File: src/common/cmts_pkg.sv
// Functional notes
// [RQ1] bus-off left by software, or automatically after 128 x 11 recessive bits
// [RQ2] auto wake-up on start of frame clears sleep request and acknowledge
// [RQ3] single-shot mode sends each message once, otherwise retry until success
// [RQ4] full receive FIFO overwrites when unlocked, discards new message when locked
// [RQ5] pending mailboxes ordered by identifier or by request order
// [RQ6] sleep entered after current frame; clearing request leaves sleep
// [RQ7] leaving init waits for 11 recessive bits, then clears init acknowledge
// [RQ8] init request waits for current frame, then sets init acknowledge
// [RQ9] status flags clear by writing one; zero leaves them unchanged
// [RQ10] read-only bits show receiver and transmitter activity
// [RQ11] start of frame in sleep sets wake-up flag, interrupt when enabled
// [RQ12] enabled error-status event sets error flag, interrupt when enabled
// [RQ13] sleep acknowledge set in sleep, cleared by hardware on leaving
// [RQ14] init acknowledge set in init, cleared after leaving and synchronised
// [RQ15] success flag set on good send, cleared by new request or done clear
// [RQ16] request-done flag set when transmit or abort finishes, software clears
// [RQ17] lowest-priority flag only when both pending, else both read zero
// [RQ18] reserved status and priority bits read zero; control top bit kept clear
// [RQ19] empty flag per idle mailbox; code gives free or lowest-priority box
// [RQ20] transmit interrupt while any request-done flag is set and enabled
// [RQ21] hardware flag set wins over simultaneous software clear
package cmts_pkg;
    // ---------------------------------------------------------------
    // register map
    // ---------------------------------------------------------------
    localparam logic [7:0] OFS_MCTL  = 8'h00;
    localparam logic [7:0] OFS_MSTAT = 8'h04;
    localparam logic [7:0] OFS_TSTAT = 8'h08;
    localparam logic [7:0] OFS_TPRIO = 8'h0c;
    localparam logic [7:0] OFS_IEN   = 8'h10;
    localparam logic [7:0] OFS_EIEN  = 8'h14;
    // ---------------------------------------------------------------
    // field positions
    // ---------------------------------------------------------------
    localparam int B_AUTO_REC = 6, B_AUTO_WAKE = 5, B_SSHOT = 4, B_LOCK = 3;
    localparam int B_ORDER = 2, B_SLEEP = 1, B_INIT = 0;
    localparam int B_RX = 5, B_TX = 4, B_WAKE = 3, B_ERR = 2;
    localparam int B_SLEEP_ACK = 1, B_INIT_ACK = 0;
    localparam int B_OK0 = 4, B_DONE0 = 0;
    localparam int B_LOWEST_PRIO_BOX0 = 5, B_EMPTY0 = 2, B_CODE = 0;
    localparam int B_WKIE = 7, B_TMIE = 0, B_ERR_IE = 7;
    // ---------------------------------------------------------------
    // reset values and counts
    // ---------------------------------------------------------------
    localparam logic [7:0] MCTL_RST  = 8'h02;
    localparam logic [7:0] MSTAT_RST = 8'h02;
    localparam logic [7:0] TPRIO_RST = 8'h0c;
    localparam logic [3:0] SYNC_BITS = 4'hb;
    localparam logic [7:0] BOFF_SEQS = 8'h80;
    localparam logic [31:0] RD_ZERO  = 32'h0000_0000;

    typedef enum logic [2:0] {
        CMTS_NORMAL = 3'b000,
        CMTS_INIT   = 3'b001,
        CMTS_SYNC   = 3'b010,
        CMTS_SLEEP  = 3'b011,
        CMTS_BOFF   = 3'b100
    } cmts_state_t;
endpackage

File: src/hdl/cmts_top.sv
`timescale 1ns/1ps
`default_nettype none
module cmts_top (
    input  wire logic        pclk,
    input  wire logic        presetn,
    input  wire logic        psel,
    input  wire logic        penable,
    input  wire logic        pwrite,
    input  wire logic [7:0]  paddr,
    input  wire logic [31:0] pwdata,
    output logic      [31:0] prdata,
    output logic             pready,
    output logic             pslverr,
    input  wire logic        rx_bit,
    input  wire logic        bit_tick,
    input  wire logic        sof_seen,
    input  wire logic        frame_busy,
    input  wire logic        receiving_now,
    input  wire logic        transmitting_now,
    input  wire logic        busoff_enter,
    input  wire logic [3:0]  err_event,
    input  wire logic [1:0]  tx_req,
    input  wire logic [1:0]  tx_ok,
    input  wire logic [1:0]  tx_fail,
    input  wire logic [1:0]  tx_abort,
    input  wire logic        box1_id_wins,
    input  wire logic        rx_arrive,
    input  wire logic        rx_fifo_full,
    output logic             can_online,
    output logic             can_busoff,
    output logic             tx_pick,
    output logic             tx_pick_valid,
    output logic             rx_overwrite,
    output logic             rx_discard,
    output logic             status_irq,
    output logic             tx_irq
);
    // ---------------------------------------------------------------
    // bus decode
    // ---------------------------------------------------------------
    logic setup, wr;
    logic [7:0] wb;
    assign setup = psel & ~penable;
    assign wr    = psel & penable & pready & pwrite;
    assign wb    = pwdata[7:0];

    logic [6:0] mctl_q;
    logic [1:0] ien_q;
    logic [4:0] eien_q;
    logic wake_q, err_q, sleep_ack_q, init_ack_q, recv_q, tran_q;
    logic [1:0] ok_q, done_q, pend_q;
    logic first_q;
    cmts_pkg::cmts_state_t st_q;

    logic mw, sw_w, tw, iw, ew;
    assign mw   = wr && paddr == cmts_pkg::OFS_MCTL;
    assign sw_w = wr && paddr == cmts_pkg::OFS_MSTAT;
    assign tw   = wr && paddr == cmts_pkg::OFS_TSTAT;
    assign iw   = wr && paddr == cmts_pkg::OFS_IEN;
    assign ew   = wr && paddr == cmts_pkg::OFS_EIEN;

    logic auto_rec, auto_wake, sshot, lock, order, sleep_rq, init_rq;
    assign auto_rec  = mctl_q[cmts_pkg::B_AUTO_REC];
    assign auto_wake = mctl_q[cmts_pkg::B_AUTO_WAKE];
    assign sshot    = mctl_q[cmts_pkg::B_SSHOT];
    assign lock     = mctl_q[cmts_pkg::B_LOCK];
    assign order    = mctl_q[cmts_pkg::B_ORDER];
    assign sleep_rq = mctl_q[cmts_pkg::B_SLEEP];
    assign init_rq  = mctl_q[cmts_pkg::B_INIT];

    // ---------------------------------------------------------------
    // recessive bit counting
    // ---------------------------------------------------------------
    // one bit counter serves both sync (11 bits) and bus-off recovery, where seq_q counts the 128 runs of 11
    logic [3:0] rcnt_q;
    logic [7:0] seq_q;
    logic run11, run_boff;
    assign run11    = bit_tick && rx_bit && rcnt_q == cmts_pkg::SYNC_BITS - 4'h1;
    assign run_boff = run11 && seq_q == cmts_pkg::BOFF_SEQS - 8'h01;
    // the count restarts whenever the state leaves sync or bus-off

    always_ff @(posedge pclk or negedge presetn) begin
        if (!presetn) begin
            rcnt_q <= 4'h0;
            seq_q  <= 8'h00;
        end else if (st_q != cmts_pkg::CMTS_SYNC && st_q != cmts_pkg::CMTS_BOFF) begin
            rcnt_q <= 4'h0;
            seq_q  <= 8'h00;
        end else if (bit_tick) begin
            if (!rx_bit) begin
                rcnt_q <= 4'h0; // a dominant bit restarts the run
            end else if (run11) begin
                rcnt_q <= 4'h0;
                seq_q  <= seq_q + 8'h01;
            end else begin
                rcnt_q <= rcnt_q + 4'h1;
            end
        end
    end

    // ---------------------------------------------------------------
    // mode state machine
    // ---------------------------------------------------------------
    logic wake_ev;
    assign wake_ev = st_q == cmts_pkg::CMTS_SLEEP && sof_seen;

    always_ff @(posedge pclk or negedge presetn) begin
        if (!presetn) begin
            st_q <= cmts_pkg::CMTS_SLEEP;
        end else begin
            unique case (st_q)
                cmts_pkg::CMTS_NORMAL: begin
                    if (busoff_enter) begin
                        st_q <= cmts_pkg::CMTS_BOFF;
                    end else if (init_rq && !frame_busy) begin
                        st_q <= cmts_pkg::CMTS_INIT; // RQ8
                    end else if (sleep_rq && !frame_busy) begin
                        st_q <= cmts_pkg::CMTS_SLEEP; // RQ6
                    end
                end
                cmts_pkg::CMTS_INIT: begin
                    if (!init_rq) begin
                        st_q <= cmts_pkg::CMTS_SYNC;
                    end
                end
                cmts_pkg::CMTS_SYNC: begin
                    if (init_rq) begin
                        st_q <= cmts_pkg::CMTS_INIT;
                    end else if (run11) begin
                        st_q <= cmts_pkg::CMTS_NORMAL; // RQ7
                    end
                end
                cmts_pkg::CMTS_SLEEP: begin
                    if (init_rq) begin
                        st_q <= cmts_pkg::CMTS_INIT;
                    end else if (!sleep_rq || (auto_wake && sof_seen)) begin
                        st_q <= cmts_pkg::CMTS_NORMAL; // RQ2 RQ6
                    end
                end
                cmts_pkg::CMTS_BOFF: begin
                    // without auto recovery, software leaves via init request
                    if (init_rq) begin
                        st_q <= cmts_pkg::CMTS_INIT; // RQ1
                    end else if (auto_rec && run_boff) begin
                        st_q <= cmts_pkg::CMTS_NORMAL; // RQ1
                    end
                end
                default: st_q <= cmts_pkg::CMTS_SLEEP;
            endcase
        end
    end

    // ---------------------------------------------------------------
    // control and enable registers
    // ---------------------------------------------------------------
    always_ff @(posedge pclk or negedge presetn) begin
        if (!presetn) begin
            mctl_q <= cmts_pkg::MCTL_RST[6:0];
        end else begin
            if (mw) begin
                mctl_q <= wb[6:0]; // RQ18
            end
            // hardware clear of the sleep request beats a same-cycle write
            if (auto_wake && wake_ev) begin
                mctl_q[cmts_pkg::B_SLEEP] <= 1'b0; // RQ2
            end
        end
    end

    always_ff @(posedge pclk or negedge presetn) begin
        if (!presetn) begin
            ien_q  <= 2'b00;
            eien_q <= 5'h00;
        end else begin
            if (iw) begin
                ien_q <= {wb[cmts_pkg::B_WKIE], wb[cmts_pkg::B_TMIE]};
            end
            if (ew) begin
                eien_q <= {wb[cmts_pkg::B_ERR_IE], wb[4], wb[2:0]};
            end
        end
    end

    // ---------------------------------------------------------------
    // master status flags
    // ---------------------------------------------------------------
    logic err_ev;
    assign err_ev = |(err_event & eien_q[3:0]); // RQ12

    always_ff @(posedge pclk or negedge presetn) begin
        if (!presetn) begin
            wake_q <= 1'b0;
            err_q  <= 1'b0;
        end else begin
            // a same-cycle write of one never swallows a new event
            if (wake_ev) begin
                wake_q <= 1'b1; // RQ11 RQ21
            end else if (sw_w && wb[cmts_pkg::B_WAKE]) begin
                wake_q <= 1'b0; // RQ9
            end
            if (err_ev) begin
                err_q <= 1'b1; // RQ12 RQ21
            end else if (sw_w && wb[cmts_pkg::B_ERR]) begin
                err_q <= 1'b0; // RQ9
            end
        end
    end

    always_ff @(posedge pclk or negedge presetn) begin
        if (!presetn) begin
            sleep_ack_q <= cmts_pkg::MSTAT_RST[cmts_pkg::B_SLEEP_ACK];
            init_ack_q  <= cmts_pkg::MSTAT_RST[cmts_pkg::B_INIT_ACK];
            recv_q <= 1'b0;
            tran_q <= 1'b0;
        end else begin
            // acknowledges set one cycle after entry; sleep ack clears on the edge sleep is left, or one cycle later when left for init;
            // init ack clears on the edge sync completes; software polls them
            sleep_ack_q <= st_q == cmts_pkg::CMTS_SLEEP && !(auto_wake && sof_seen) && sleep_rq; // RQ13
            init_ack_q  <= st_q == cmts_pkg::CMTS_INIT
                           || (st_q == cmts_pkg::CMTS_SYNC && !run11); // RQ14
            recv_q <= receiving_now; // RQ10
            tran_q <= transmitting_now; // RQ10
        end
    end

    // ---------------------------------------------------------------
    // transmit mailboxes
    // ---------------------------------------------------------------
    logic [1:0] fin, clr_done;
    // an outcome for a box that is not pending is stale and ignored
    assign fin      = pend_q & (tx_ok | tx_abort | (sshot ? tx_fail : 2'b00)); // RQ3
    assign clr_done = tw ? wb[cmts_pkg::B_DONE0 +: 2] : 2'b00;

    always_ff @(posedge pclk or negedge presetn) begin
        if (!presetn) begin
            pend_q <= 2'b00;
            done_q <= 2'b00;
            ok_q   <= 2'b00;
        end else begin
            pend_q <= (pend_q & ~fin) | tx_req;
            done_q <= (done_q & ~clr_done) | fin; // RQ16 RQ9 RQ21
            ok_q   <= (ok_q & ~clr_done & ~tx_req) | (pend_q & tx_ok); // RQ15 RQ21
        end
    end

    // oldest request is remembered; a lone request becomes the oldest
    always_ff @(posedge pclk or negedge presetn) begin
        if (!presetn) begin
            first_q <= 1'b0;
        end else if (tx_req[0] && !(pend_q[1] & ~fin[1])) begin
            first_q <= 1'b0;
        end else if (tx_req[1] && !(pend_q[0] & ~fin[0])) begin
            first_q <= 1'b1;
        end else if (fin[first_q]) begin
            first_q <= ~first_q;
        end
    end

    logic win, both;
    assign win  = order ? first_q : box1_id_wins; // RQ5
    assign both = &pend_q;
    // nothing is offered for sending outside normal mode

    always_ff @(posedge pclk or negedge presetn) begin
        if (!presetn) begin
            tx_pick       <= 1'b0;
            tx_pick_valid <= 1'b0;
        end else begin
            tx_pick       <= both ? win : pend_q[1];
            tx_pick_valid <= |pend_q & (st_q == cmts_pkg::CMTS_NORMAL);
        end
    end

    // ---------------------------------------------------------------
    // receive FIFO full handling
    // ---------------------------------------------------------------
    always_ff @(posedge pclk or negedge presetn) begin
        if (!presetn) begin
            rx_overwrite <= 1'b0;
            rx_discard   <= 1'b0;
        end else begin
            // only the decision is made here; storage lives in the fifo itself
            rx_overwrite <= rx_arrive && rx_fifo_full && !lock; // RQ4
            rx_discard   <= rx_arrive && rx_fifo_full && lock; // RQ4
        end
    end

    // ---------------------------------------------------------------
    // mode outputs and interrupts
    // ---------------------------------------------------------------
    always_ff @(posedge pclk or negedge presetn) begin
        if (!presetn) begin
            can_online <= 1'b0;
            can_busoff <= 1'b0;
            status_irq <= 1'b0;
            tx_irq     <= 1'b0;
        end else begin
            can_online <= st_q == cmts_pkg::CMTS_NORMAL;
            can_busoff <= st_q == cmts_pkg::CMTS_BOFF;
            // interrupt lines are levels that follow the flags one cycle late
            status_irq <= (wake_q & ien_q[1]) | (err_q & eien_q[4]); // RQ11 RQ12
            tx_irq     <= ien_q[0] & |done_q; // RQ20
        end
    end

    // ---------------------------------------------------------------
    // read mux
    // ---------------------------------------------------------------
    logic [7:0] rd;
    logic hit;
    logic [1:0] low;
    logic code;
    assign low  = both ? {~win, win} : 2'b00; // RQ17
    assign code = !pend_q[0] ? 1'b0 : !pend_q[1] ? 1'b1 : ~win; // RQ19

    // unmapped offsets read zero and answer with an error
    always_comb begin
        rd  = 8'h00;
        hit = 1'b1;
        unique case (paddr)
            cmts_pkg::OFS_MCTL:  rd = {1'b0, mctl_q};
            cmts_pkg::OFS_MSTAT: rd = {2'b00, recv_q, tran_q, wake_q, err_q, sleep_ack_q, init_ack_q}; // RQ18
            cmts_pkg::OFS_TSTAT: rd = {2'b00, ok_q, 2'b00, done_q};
            cmts_pkg::OFS_TPRIO: rd = {1'b0, low, 1'b0, ~pend_q, 1'b0, code}; // RQ19
            cmts_pkg::OFS_IEN:   rd = {ien_q[1], 6'h00, ien_q[0]};
            cmts_pkg::OFS_EIEN:  rd = {eien_q[4], 2'b00, eien_q[3], 1'b0, eien_q[2:0]};
            default:             hit = 1'b0;
        endcase
    end

    // answer is registered in the setup cycle: one access cycle, no wait
    always_ff @(posedge pclk or negedge presetn) begin
        if (!presetn) begin
            prdata  <= cmts_pkg::RD_ZERO;
            pready  <= 1'b0;
            pslverr <= 1'b0;
        end else begin
            pready  <= setup;
            pslverr <= setup & ~hit;
            prdata  <= setup ? {24'h000000, rd} : cmts_pkg::RD_ZERO;
        end
    end
endmodule
`default_nettype wire

File: config.mk
export PLATFORM = sky130hd
export DESIGN_NAME = cmts_top
export DESIGN_NICKNAME = d
export VERILOG_FILES = /design/src/common/cmts_pkg.sv /design/src/hdl/cmts_top.sv
export SDC_FILE = /design/constraint.sdc
export NUM_CORES = 1
export LEC_CHECK = 0
export BUFFER_PORTS_ARGS = -buffer_cell sky130_fd_sc_hd__buf_2
export CORE_ASPECT_RATIO = 0.75
export CORE_UTILIZATION = 45
export DETAILED_ROUTE_END_ITERATION = 7
export GPL_ROUTABILITY_DRIVEN = 0
export PLACE_DENSITY = 0.86
export SLEW_MARGIN = 20
export SYNTH_ARGS = -nofsm -noshare
export SYNTH_HDL_FRONTEND = slang
export SYNTH_SLANG_ARGS = --single-unit
File: constraint.sdc
create_clock -name pclk -period 1.5 [get_ports pclk]
set_input_delay 0.3 -clock pclk [delete_from_list [all_inputs] [get_ports pclk]]
set_output_delay 0.3 -clock pclk [all_outputs]
set_load 0.01 [all_outputs]
Word level (Yosys, flattened, before mapping)
Index checks and enable logic that the tools add are counted.
{"block": "totals", "word_cells": 173, "output_inout_bits": 42, "register_bits": 60, "input_bits": 67}
{"block": "op_classes", "muxes": 40, "eq_ne": 18, "magnitude_cmp": 1, "bitwise_logic": 34, "add_sub_neg": 2, "reduce_logical": 50}
{"operator": "$pmux 8 s6", "n": 1}
{"operator": "$mux 8", "n": 5}
{"operator": "$mux 3", "n": 10}
{"operator": "$logic_and 1x1->1", "n": 25}
{"operator": "$eq 8x4->1 const B", "n": 2}
{"operator": "$eq 8x5->1 const B", "n": 2}
{"operator": "$mux 4", "n": 4}
{"operator": "$mux 1", "n": 15}
{"operator": "$pmux 3 s5", "n": 1}
{"operator": "$and 2x2->2", "n": 6}
{"operator": "$reduce_bool 2->1", "n": 6}
{"operator": "$and 1x1->1", "n": 11}
{"operator": "$or 2x2->2", "n": 5}
{"operator": "$ne 3x3->1 const B", "n": 3}
{"operator": "$add 8x1->8 const B", "n": 1}
{"operator": "$eq 8x3->1 const B", "n": 1}
{"operator": "$eq 8x7->1 const B", "n": 1}
{"operator": "$logic_not 8->1", "n": 1}
{"operator": "$mux 2", "n": 4}
{"operator": "$not 2->2", "n": 4}
{"operator": "$logic_not 1->1", "n": 7}
{"operator": "$eq 3x2->1 const B", "n": 2}
{"operator": "$ne 3x2->1 const B", "n": 2}
{"operator": "$not 1->1", "n": 6}
{"operator": "18 further kinds", "n": 20}

Depth between registers and ports, before layout
{"block": "depth", "word_depth": 9, "ltp_mapped": 6, "mapped_depth_nobuf": 6}

Worst setup path after synthesis
OpenSTA, ideal clock, no wires.
{"block": "synth_path", "kind": "input port to flip-flop", "startpoint": "in paddr[5]", "endpoint": "reg mctl_q[0]", "setup_time_ps": 125, "path_buffers": 2, "arrival_ps": 1755, "required_time_ps": 1375, "cell_stages": 5, "setup_slack_ps": -381, "cell_sequence": "or3_1 > buf_2 > or4_4 > buf_6 > mux2_4"}
{"block": "synth_between", "elab_chain_cells": 2}
{"item": "from (decl)", "line": "cmts_top.sv:9", "source": "input wire logic [7:0] paddr,"}
{"item": "$logic_not 8->1", "line": "cmts_top.sv:56", "source": "assign mw = wr && paddr == cmts_pkg::OFS_MCTL;"}
{"item": "$logic_and 1x1->1", "line": "cmts_top.sv:56"}
{"item": "to (signal assigned)", "line": "cmts_top.sv:158", "source": "mctl_q <= cmts_pkg::MCTL_RST[6:0];"}
{"item": "to (signal assigned)", "line": "cmts_top.sv:161", "source": "mctl_q <= wb[6:0];"}
{"item": "to (decl)", "line": "cmts_top.sv:47", "source": "logic [6:0] mctl_q;"}
Every way passes these cells.
A chain may end at the register's enable or synchronous reset.

Final worst setup path
{"block": "layout_path", "startpoint": "in paddr[6]", "endpoint": "reg mctl_q[5]"}
The elaborated chain is that of the path after synthesis.

==> results_dict.tcl <==
set metrics [dict create \
    layout.nets 448 \
    detail_route.wl_per_cell_um 15.6 \
    drv_cap 0 \
    rsz0062_at_grt "yes" \
    root_buffer "clkbuf_8" \
    yosys-top-cells-area "dfrtp_1, buf_4, mux2_2" \
    hold_viol 0 \
    intPower_mw 2.99 \
    setup_slack_ps -31.9 \
    place_inst 444 \
    drcViolationCount 0 \
    switchingPower_mw 1.24 \
    swShare 0.292 \
    routed_wl_mm 7.24 \
    die_x_um 97.3 \
    core-area_mm2 0.00644 \
    syn_to_final_growth_pct 25.5 \
    finalMaxSlewViolations 0 \
    diodes 0 \
    r2r_slack_ps -30 \
    final.setup_skew_ps 7.59 \
    fp.dieH_um 73.5 \
    cts_max_level 3 \
    pwr-share-comb 0.200 \
    hp-class "in -> reg" \
    synthTopCellsByCount "dfrtp_1, buf_4, nand2_1" \
    grt_max_degree 25 \
    fin_crit_ps 1530 \
    port_buffers 60 \
    crit_fanout 7 \
    synth_edf_count 0 \
    viasPerCell 5.38 \
    fmax_ghz 0.653 \
    fin_cells 464 \
    power_mw 4.23 \
    yosysTopAreaCell "dfrtp_1" \
    relSlewSlack 0.647 \
    ys_ff_latch 60 \
    cts_buffers 9 \
    clk_pin_slew_ps 70 \
    yosysTopAreaCellShare 0.457 \
    clkLatencyLatePin_ps 340 \
    async_flop_share 1.00 \
    slowest_delay_ps 620 \
    required_ps 1730 \
    start_util 0.476 \
    ys_seq_area_frac 0.492 \
    finalSetupViolCount 8 \
    rows 25 \
    pwr-share-seq 0.450 \
    die_area_mm2 0.00715 \
    top_level_ports 109 \
    clockBufferDepth 2 \
    ant_nets 0 \
    synth_most_common_cell "dfrtp_1" \
    syn_avg_cell_area_um2 10.5 \
    pwr_density_cell_mw_per_mm2 1100 \
    grt_pass1_vias 2384 \
    violations "setup timing" \
    final_layout_size_suffix_gt1_frac 0.376 \
    yosysWarnings 0 \
    vias 2497 \
    clkPwrFrac 0.350 \
    grtUsageTotal 0.211 \
    cp-end-kind "flip-flop" \
    worst-setup-path-type "in -> reg" \
    cts_tree "yes" \
    crit_arrival_ps 1760 \
    synth_area_mm2 0.00306 \
    grt_pass1_wl_mm 11.4 \
    ys.flop_type "dfrtp_1" \
    cp-start-kind "input port" \
    critPathSlowestCell "or4_4" \
    outcome "finished, violations left" \
    cp_cell_sequence "buf_2 -> or3_4 -> or4_4 -> mux2_4" \
    cts.sinks 60 \
    post-route-period-util 1.02 \
    cellLeakagePower_nw 1.91 \
    synth.distinct_cells 52 \
    drt-initial-drc-count 147 \
    drt-pass1-iter-count 4 \
    irDropWorstVdd_mv 0.810 \
    dpl.hpwl_mm 5.30 \
    antenna_found_initial 0 \
    grt-ovfl-total 0 \
    synthCells 292 \
    worst_pin_slew_ps 529 \
]
## power groups by stage
stage / registers (mW) / clock network (mW) / logic (mW)
2_1_floorplan: 1.89 / 0 / 0.503
3_3_place_gp: 1.92 / 0 / 0.766
3_5_place_dp: 1.93 / 0 / 0.786
4_1_cts: 1.90 / 1.50 / 0.809
5_1_grt: 1.92 / 1.57 / 0.935
6_report: 1.90 / 1.48 / 0.848
## final cells by class
class | count | area [um2]
clock buffers | 12 | 155
clock inverters | 4 | 47.5
fillers | 531 | 2600
inverters | 9 | 33.8
multi-input cells | 212 | 1480
flip-flops and latches | 60 | 1510
well taps | 81 | 101
repair buffers | 86 | 523
## layout by cell type (no fill, tap or decap), types with 3 or more instances in the layout
| master | count |
|---|---|
| clkbuf_8 | 11 |
| a21oi_1 | 12 |
| a32oi_1 | 4 |
| mux2_2 | 11 |
| nand3b_1 | 4 |
| buf_2 | 60 |
| dfrtp_1 | 56 |
| mux2i_1 | 7 |
| nand4_1 | 8 |
| nor2b_1 | 3 |
| nor2_1 | 19 |
| a22oi_1 | 4 |
| nand2_1 | 22 |
| o21ai_1 | 3 |
| nand2b_1 | 7 |
| o21ai_0 | 8 |
| or3_4 | 3 |
| nand3_1 | 7 |
| nor3_1 | 5 |
| mux2_4 | 9 |
| buf_4 | 23 |
| inv_1 | 8 |
| dfstp_2 | 4 |
| or2_2 | 3 |
| conb_1 | 24 |
| xor2_1 | 5 |
## state kept, by name (all words and copies together) (netlist names), 2 cells and up
signal,flops
mctl_q,7
eien_q,5
seq_q,8
rcnt_q,4
st_q,3
done_q,2
ien_q,2
prdata,8
pend_q,2
ok_q,2
## worst max-delay path, delay by kind of cell
| family | cells | cell delay, ps |
|---|---|---|
| and+or+nand+nor | 2 | 1010 |
| muxes | 1 | 340 |
| buffers and inverters | 1 | 110 |
## repair_timing
item / in CTS / in global routing
pin swaps: 4 / 11
setup buffers: 1 / 2
endpoints found under the hold margin: 14 / 0
setup endpoints to repair: 21 / 26
hold buffers: 1 / 0
gates resized for setup: 4 / 17
cloned: 0 / 0
## routing by layer
layer	global-route usage	share of wire	up-vias	routed length [um]
li1	-	-	1173	-
met1	0.274	0.46	1221	3320
met2	0.337	0.46	94	3350
met3	0.0666	0.067	9	484
met4	0.0752	0.012	0	87
met5	0	0	-	0
## worst paths after layout
path                                   from          to  depth (start not counted)
min in group asynchronous           presetn     ok_q[1]                          2
min                        transmitting_now      tran_q                          1
max                                paddr[6]   mctl_q[5]                          4
min reg2reg                       eien_q[4]  status_irq                          1
max reg2reg                          pready   mctl_q[5]                          3
max in group asynchronous           presetn     st_q[0]                          3
## per-stage QoR
stage	instance area [um2]	worst slack [ps]	TNS, ps	util	hold slack [ps]
after floorplan	3170	-365	-3050	-	4.41
after global placement	3530	-355	-7460	0.548	275
after detailed placement	3530	-411	-8650	0.548	279
after CTS	3770	-67.0	-422	0.585	50.9
after global routing	3840	-60.0	-686	0.597	49.6
final	3840	-31.9	-168	0.597	63.6
## logic make-up after synthesis
group                      Yosys count  synth area share
buffers and inverters               43            0.0849
DFF                                 60             0.492
other                                1           0.00122
adders and majority gates            3            0.0123
and+or+nand+nor                    103             0.182
xor gates and xnor gates             7            0.0200
muxes                               27             0.104
AOI/OAI and AO/OA                   48             0.105
(Power assumes the default switching activity.)
